**src/shared/dsh_pkg.sv**
```systemverilog
package dsh_pkg;
    // Operating modes carried in the first two bits of each header and DAC word; readback words are all zeros
    localparam logic [1:0] MODE_ACQUIRE = 2'h0;
    localparam logic [1:0] MODE_DAC = 2'h1;
    localparam logic [1:0] MODE_ACQ_READ = 2'h2;
    localparam logic [1:0] MODE_READ = 2'h3;
    // Frame lengths in serial clocks
    localparam int ACQ_BITS = 10;
    localparam int DAC_BITS = 24;
    localparam int READ_BITS = 16;
    // Position of the 14 valid readback bits in the 16-bit word
    localparam int READ_LSB = 1;
    localparam int READ_WIDTH = 14;
    // Serial clock divider: half period in system clocks
    localparam logic [3:0] HALF_PERIOD = 4'h8;
    // Gap between frames
    localparam int GAP_NS = 400;
    localparam int CLK_NS = 10;
    localparam int GAP_CYCLES = (GAP_NS + CLK_NS - 1) / CLK_NS;
    localparam logic [6:0] GAP_COUNT = 7'(GAP_CYCLES);
    localparam logic [4:0] BIT_COUNT_RESET = 5'h0;
endpackage : dsh_pkg

```
**src/verilog/dsh_sync.sv**
```systemverilog
`timescale 1ns/1ps
module dsh_sync (
    // Clock
    input wire logic clk_i,
    input wire logic rst_i,
    input wire logic ce_i,
    // Data
    input wire logic d_i,
    output logic q_o
);
    import dsh_pkg::*;

    typedef struct packed {
        logic s1;
        logic s2;
    } dsh_sync_state_t;

    dsh_sync_state_t st;
    dsh_sync_state_t next_st;

    always_comb begin
        next_st = st;
        next_st.s1 = d_i;
        next_st.s2 = st.s1;
    end

    always_ff @(posedge clk_i) begin
        if (rst_i) begin
            st <= '0;
        end else if (ce_i) begin
            st <= next_st;
        end
    end

    assign q_o = st.s2;
endmodule : dsh_sync

```
**src/verilog/dsh_host.sv**
```systemverilog
`timescale 1ns/1ps
module dsh_host (
    // Clock and reset
    input wire logic clk_i,
    input wire logic rst_i,
    input wire logic ce_i,
    // Request
    input wire logic req_valid_i,
    output logic req_ready_o,
    input wire logic [1:0] req_mode_i,
    input wire logic [7:0] req_addr_i,
    input wire logic [13:0] req_data_i,
    input wire logic req_read_i,
    // Answer
    output logic rd_valid_o,
    output logic [dsh_pkg::READ_WIDTH-1:0] rd_data_o,
    output logic busy_o,
    // Serial pins
    output logic sclk_o,
    output logic sync_n_o,
    output logic din_o,
    input wire logic dout_i
);
    import dsh_pkg::*;

    typedef enum logic [2:0] {
        ST_IDLE,
        ST_SETUP,
        ST_HIGH,
        ST_LOW,
        ST_GAP
    } dsh_fsm_t;

    typedef struct packed {
        dsh_fsm_t fsm;
        logic [3:0] div;
        logic [4:0] bits;
        logic [4:0] len;
        logic [23:0] tx;
        logic [15:0] rx;
        logic reading;
        logic [6:0] gap;
        logic sclk;
        logic sync_n;
        logic din;
        logic rd_valid;
        logic [READ_WIDTH-1:0] rd_data;
    } dsh_state_t;

    // Frame select parks high and the clock low out of reset
    localparam dsh_state_t RESET_ST = '{
        fsm: ST_IDLE,
        div: 4'h0,
        bits: BIT_COUNT_RESET,
        len: 5'h0,
        tx: 24'h0,
        rx: 16'h0,
        reading: 1'b0,
        gap: 7'h0,
        sclk: 1'b0,
        sync_n: 1'b1,
        din: 1'b0,
        rd_valid: 1'b0,
        rd_data: '0
    };

    dsh_state_t st;
    dsh_state_t next_st;
    logic dout_s;
    // Decoded request and phase helpers
    logic [4:0] req_len;
    logic [23:0] req_word;
    logic phase_end;
    logic last_bit;

    ////////////////////////////////////////////////////////////////////////////////
    // Readback pin enters through two flops
    dsh_sync u_dout_sync (
        .clk_i(clk_i),
        .rst_i(rst_i),
        .ce_i(ce_i),
        .d_i(dout_i),
        .q_o(dout_s)
    );

    ////////////////////////////////////////////////////////////////////////////////
    // Request decode: length and left-justified word of the frame asked for
    always_comb begin
        req_len = 5'(ACQ_BITS);
        // Header frames carry only the top ten bits; the rest never leave
        req_word = {req_mode_i, req_addr_i, 14'h0};
        if (req_read_i) begin
            // Readback clocks zeros out; the device ignores its input then
            req_len = 5'(READ_BITS);
            req_word = 24'h0;
        end else if (req_mode_i == MODE_DAC) begin
            // Three bytes back to back inside one frame
            req_len = 5'(DAC_BITS);
            req_word = {req_mode_i, req_addr_i, req_data_i};
        end
    end

    ////////////////////////////////////////////////////////////////////////////////
    // Half period and frame length reached; both read only registered state
    assign phase_end = (st.div == HALF_PERIOD - 4'h1);
    assign last_bit = (st.bits == st.len);

    ////////////////////////////////////////////////////////////////////////////////
    always_comb begin
        next_st = st;
        next_st.rd_valid = 1'b0;
        // Each serial clock phase lasts HALF_PERIOD system clocks
        case (st.fsm)
            ST_IDLE: begin
                if (req_valid_i) begin
                    next_st.reading = req_read_i;
                    next_st.bits = BIT_COUNT_RESET;
                    next_st.div = 4'h0;
                    // Frame select falls with the take; data follows in setup
                    next_st.sync_n = 1'b0;
                    next_st.len = req_len;
                    next_st.tx = req_word;
                    next_st.fsm = ST_SETUP;
                end
            end
            ST_SETUP: begin
                // Data settles one system clock into setup, seven system clocks before the first rising edge
                next_st.div = st.div + 4'h1;
                next_st.din = st.tx[23];
                if (phase_end) begin
                    next_st.div = 4'h0;
                    next_st.sclk = 1'b1;
                    next_st.fsm = ST_HIGH;
                end
            end
            ST_HIGH: begin
                next_st.div = st.div + 4'h1;
                if (st.div == 4'h0) begin
                    // Device shifted on the rising edge; sample after sync delay
                    next_st.rx = st.rx;
                end
                if (phase_end) begin
                    next_st.div = 4'h0;
                    // End of high phase; sampled value has settled past two flops
                    next_st.rx = {st.rx[14:0], dout_s};
                    next_st.sclk = 1'b0;
                    next_st.tx = {st.tx[22:0], 1'b0};
                    next_st.bits = st.bits + 5'h1;
                    next_st.fsm = ST_LOW;
                end
            end
            ST_LOW: begin
                next_st.div = st.div + 4'h1;
                next_st.din = st.tx[23];
                if (phase_end) begin
                    next_st.div = 4'h0;
                    if (last_bit) begin
                        // Last falling edge passed: close half a period later
                        next_st.sync_n = 1'b1;
                        next_st.din = 1'b0;
                        next_st.gap = GAP_COUNT;
                        next_st.fsm = ST_GAP;
                        if (st.reading) begin
                            next_st.rd_data = st.rx[READ_LSB +: READ_WIDTH];
                            next_st.rd_valid = 1'b1;
                        end
                    end else begin
                        next_st.sclk = 1'b1;
                        next_st.fsm = ST_HIGH;
                    end
                end
            end
            ST_GAP: begin
                // Frame select held high for the minimum gap
                next_st.gap = st.gap - 7'h1;
                if (st.gap == 7'h1) begin
                    next_st.fsm = ST_IDLE;
                end
            end
            default: begin
                next_st.fsm = ST_IDLE;
            end
        endcase
    end

    // Clock enable low holds every field, the serial pins included
    always_ff @(posedge clk_i) begin
        if (rst_i) begin
            st <= RESET_ST;
        end else if (ce_i) begin
            st <= next_st;
        end
    end

    ////////////////////////////////////////////////////////////////////////////////
    // Ready and busy are combinational so a request is seen at once
    assign req_ready_o = (st.fsm == ST_IDLE);
    assign busy_o = (st.fsm != ST_IDLE);
    // Qualified so a frozen block shows one pulse only
    assign rd_valid_o = st.rd_valid & ce_i;
    assign rd_data_o = st.rd_data;
    assign sclk_o = st.sclk;
    assign sync_n_o = st.sync_n;
    assign din_o = st.din;
endmodule : dsh_host

```
**config.mk**
```make
export PLATFORM = sky130hd
export DESIGN_NAME = dsh_host
export DESIGN_NICKNAME = d
export VERILOG_FILES = /design/src/shared/dsh_pkg.sv /design/src/verilog/dsh_sync.sv /design/src/verilog/dsh_host.sv
export SDC_FILE = /design/constraint.sdc
export NUM_CORES = 1
export LEC_CHECK = 0
export BUFFER_PORTS_ARGS = -buffer_cell sky130_fd_sc_hd__buf_2
export CORE_MARGIN = 2
export CORE_UTILIZATION = 57
export DETAILED_ROUTE_END_ITERATION = 8
export PLACE_DENSITY = 0.79
export RECOVER_POWER = 50
export SYNTH_ARGS = -nofsm -noshare
export SYNTH_HDL_FRONTEND = slang
export SYNTH_SLANG_ARGS = --single-unit
```
**constraint.sdc**
```tcl
create_clock -name clk_i -period 2.75 [get_ports clk_i]
set_input_delay 0.275 -clock clk_i [delete_from_list [all_inputs] [get_ports clk_i]]
set_output_delay 0.275 -clock clk_i [all_outputs]
set_load 0.03 [all_outputs]
```
== Word level (Yosys, flattened, before mapping) ==
Cells that the tools add are included.
Storage, ports and cells
  output and inout port bits: 20
  logic and storage cells: 80
  register bits after elaboration: 85
Operators by class
  bitwise operators: 1
  mux-type cells: 28
  $add $sub $neg: 3
  equality and inequality tests: 15
  reduce and logical (&&, ||, !) cells: 18
Operators by type and width (number)
  one-hot mux 24 bit (2 select lines): 1
  two-way mux 41 bit: 1
  two-way mux 40 bit: 1
  two-way mux 15 bit: 2
  two-way mux 25 bit: 1
  two-way mux 24 bit: 1
  two-way mux 7 bit: 3
  two-way mux 17 bit: 1
  one-hot mux 4 bit (4 select lines): 1
  one-hot mux 3 bit (5 select lines): 1
  two-way mux 14 bit: 1
  inequality test 2 bit, second input constant: 7
  one-hot mux 7 bit (2 select lines): 1
  two-way mux 12 bit: 1
  AND reduction 6 bit: 2
  two-way mux 5 bit: 2
  one-hot mux 5 bit (2 select lines): 1
  AND reduction 5 bit: 2
  AND reduction 3 bit: 3
  AND reduction 4 bit: 2
  nonzero test 2 bit: 4
  == test 7 x 1 -> 1 bit, second input constant: 1
  subtractor 7 x 1 -> 7 bit, second input constant: 1
  == test 3 x 2 -> 1 bit, second input constant: 2
  16 further kinds: 22

== Longest topological paths before layout ==
  depth after elaboration: 5
  mapped depth: 9
  mapped depth without buffers: 6

== Cells and area by module ==
Synthesis repeated with hierarchy kept, for this count alone.
Unflattened totals
  cell total of the unflattened synthesis: 419
  area total of the unflattened synthesis: 3606.0 µm²
Modules (own cells, without submodules)
  dsh_host: cells an instance 413, times used 1, area an instance 3538.4 µm²
  dsh_sync: cells an instance 6, times used 1, area an instance 67.6 µm²

== Worst setup path before layout ==
OpenSTA, ideal clock, no wires.
  path kind: reg-to-reg
  start: register st[82] (netlist bit)
  end: register st[78] (netlist bit)
  buffers on the path: 1
  clock period less this slack: 2.281 ns
  arrival time: 2.210 ns
  path slack: 0.469 ns
  setup time: 0.071 ns
  stages on the path, launching flop included: 7
  required time: 2.679 ns
  cell sequence: dfxtp_1 -> clkbuf_1 -> nor3_1 -> inv_1 -> o21ai_0 -> o21ai_0 -> a21oi_1
On the way
  longest elaborated chain between the ends: 3
RTL lines
  start, declared: RTL line dsh_host.sv:67  | dsh_state_t st;
  start signal, assigned: RTL line dsh_host.sv:191  | st <= next_st;
  zero test 3 bit (*)
  via req_ready_o: RTL line dsh_host.sv:9  | output logic req_ready_o,
  nonzero test 4 bit (no source line) or inequality test 2 bit (tied branches)
  AND reduction 3 bit (no source line)
The timed path passes the listed nets; every way through them passes the cells marked *.
A chain may end at the register's enable or synchronous reset.

== Worst setup path after layout ==
  start: register st[76] (netlist bit)
  end: register st[65] (netlist bit)
On the way
  longest elaborated chain between the ends: 3
RTL lines
  == test 4 x 3 -> 1 bit: RTL line dsh_host.sv:105  | assign phase_end = (st.div == HALF_PERIOD - 4'h1);
  inequality test 2 bit (no source line)
  AND reduction 4 bit (no source line)
Every way passes these cells.

==> summary.txt <==
Outcome
  – Status: finished, violations left
  – Failing checks: capacitance limit, slew limit

Placement
  – Placed cell areas: about 3700 sq um
  – Pre-CTS WS: 0.368 ns
  – Final Wtd Congestion: around 0.82
  – Hpwl dp: 4670 um
  – Port Buffer Count: around 50

Clock network
  – CTS tree: built
  – Worst-skew pair later-pin latency: approximately 0.35 ns
  – Cts hold-fix bufs: 0
  – Post-CTS Setup Inserts: 0
  – Reg clk slew, reported paths: roughly 0.08 ns
  – TritonCTS buffer count: 9
  – Max Root-Sink Buffers: 2
  – Post-CTS sizing: 0
  – H-Tree Depth: 3
  – Clock root cell: clkbuf_8
  – CTS sink cnt: 82

Timing
  – Pins Over Slew Limit: 37
  – Slew headroom: -8.86%
  – Fmax: 0.392 GHz
  – Min Hold Slack: 0.171 ns
  – Minimum clock period: 2.55 ns
  – RSZ-0062 raised after global routing: false
  – Setup slack after layout: 0.202 ns
  – Total negative slack: 0 ns
  – Final Hold Vio Count: 0
  – Endpoints failing setup: 0
  – Worst-Margin Slew: around 1.6 ns
  – Clk_skew: ~0.0084 ns
  – Tcrit/Tclk final: between 90% and 100%

Critical path
  – Critical Path RT: 2.97 ns
  – Worst-path cell chain: ha_1, and3b_1, mux2i_1, or3_1, a221oi_1, nor3_1
  – R2R depth: 6
  – CP Max Fanout: 28
  – CP delay by family, top: simple AND/OR/NAND/NOR gates
  – Critical path depth in cells: 6
  – Critical path's slowest cell: or3_1
  – CP Capture Type: flop
  – Critical path arrival: between 2 and 3 ns
  – WP buf/inv: 0
  – Crit Path Class: flop to flop
  – CP startpoint kind: flop
  – CP max stage delay: roughly 0.71 ns

Yosys
  – Post-synth top area share: 45.8%
  – Flops & latches, synth: 82
  – Synth area leader: dfxtp_1
  – Ys Warns: 0
  – Mapped Nets: approximately 450
  – Post-synth top flop: dfxtp_1
  – Sequential-to-total area share from yosys stat: 45.8%
  – Async set-reset flop share out of synthesis: 0%
  – Synth cell types: about 50
  – Post-Syn Area: 3580 sq um
  – Avg Synthesized Cell Area: 8.59 sq um
  – Synth top cells by count: dfxtp_1, nor2_1, nand2_1
  – Gate Count Post-Synth: approximately 420
  – Count leader, synth: dfxtp_1
  – Largest cells by area after synthesis: dfxtp_1, nor2_1, a221oi_1
  – EDFF count, synth: 0

Floorplanning
  – Initial Util: 59.8%
  – Core area: approximately 6000 sq um
  – Ports: 50
  – Die X: roughly 83 um
  – Die Area: approximately 6900 sq um
  – Die height: 83.3 um
  – Site Rows: 28

Global routing
  – Global Route Usage Sum: between 20% and 30%
  – Vias in the first global route: approximately 2600
  – First-pass GRT wire length: roughly 12000 um
  – Initial antenna violation count: 0
  – Grt ovf: 0
  – Largest net degree at the start of global routing: 49

Final layout
  – Storage cell area: around 1600 sq um
  – Final nets: 472
  – Core Util, Final: about two thirds
  – Multi-input gate area: around 1700 sq um
  – Share of layout cells above drive strength 1: 12.0%
  – # fillers: between 500 and 600
  – Design Area, Final: between 3000 and 4000 sq um
  – Area Overhead vs Synth: 8.28%
  – ANT cells: 0

Detailed routing
  – 1st-iter DRT viols: 145
  – Drt wl/cell: approximately 14 um
  – Vias per cell: 5.83
  – Drt pass-1 iters: 4
  – DRC: 0
  – Routed wire length: about 7300 um
  – Vias: 3021
  – Antenna viol nets, final: 0

Worst hold path
  – Worst Hold Class: input pin to flop
  – WHS Path Cells: 3

Power and ir drop
  – Power per Cell Area: a little under 600 nW/um^2
  – Maximum VDD drop: slightly above 400 uV
  – Pleak: ~1.5 nW

Run
  – Max Cap Viol: 1
==> kinds of logic (layout without fill, tap and decap cells) <==
family | count (synthesis) | in the layout | synth area share, %
adders and majority gates | 4 | 4 | 1.40
muxes | 20 | 20 | 5.62
DFF | 82 | 82 | 45.8
xor gates and xnor gates | 3 | 3 | 0.733
buffers and inverters | 50 | 76 | 7.72
AOI/OAI and AO/OA | 73 | 73 | 13.8
and+or+nand+nor | 185 | 185 | 24.9
==> layer usage <==
| metal | vias to the layer above | GRT usage (%) | share of wire [%] |
|---|---|---|---|
| li1 | 1502 | - | - |
| met1 | 1414 | 28.0 | 46 |
| met2 | 90 | 33.3 | 47 |
| met3 | 15 | 3.78 | 4.8 |
| met4 | 0 | 10.1 | 2.3 |
| met5 | - | 0 | 0 |
==> layout by cell type, fill, tap and decap left out, types with 10 or more instances in the layout <==
master    instances
dfxtp_1          82
nor2_1           62
nand2_1          43
a21oi_1          28
buf_2            28
nor3_1           27
clkbuf_1         24
a221oi_1         23
mux2i_1          19
nand3_1          13
clkbuf_8         10
==> state kept, by name, summed over array words and instances, names as in the netlist <==
name / cells
sclk_o: 1
st: 63
u_dout_sync.q_o: 1
sync_n_o: 1
u_dout_sync.next_st: 1
din_o: 1
rd_data_o: 14
==> worst min-delay path: cells and delay by family <==
family,cells,cell delay (ns)
simple gates,1,0.07
mux,1,0.06
buf+inv,1,0.08
==> per-stage QoR <==
step / cells / total power, W
5_1_grt: 518 / 0.00235
6_report: 518 / 0.00226
3_3_place_gp: 502 / 0.00141
2_1_floorplan: 417 / 0.00137
4_1_cts: 518 / 0.00228
3_5_place_dp: 502 / 0.00142
==> layout make-up <==
cell class                 instances  share of cell area [%]
multi-input combinational        285                    42.7
sequential                        82                    42.3
timing repair buffer              55                    7.03
clock buffer                      12                    3.74
tap                               75                    2.42
clock inverter                     4                    1.32
inverter                           5                   0.484
==> power breakdown <==
| group | internal, W | total (W) | switching, W |
|---|---|---|---|
| Sequential | 0.00122 | 0.00123 | 0.0000174 |
| Clock | 0.000445 | 0.000867 | 0.000421 |
| Combinational | 0.0000607 | 0.000157 | 0.0000966 |
==> final timing paths <==
| path | startpoint | to | slack (ns) |
|---|---|---|---|
| setup / recovery | st[76] | st[65] | 0.20 |
| hold / removal | dout_i | u_dout_sync.next_st[0] | 0.17 |
| setup reg to reg | st[76] | st[65] | 0.20 |
| hold reg to reg | st[26] | st[27] | 0.46 |
No activity file was read; power rests on OpenSTA's default activity.
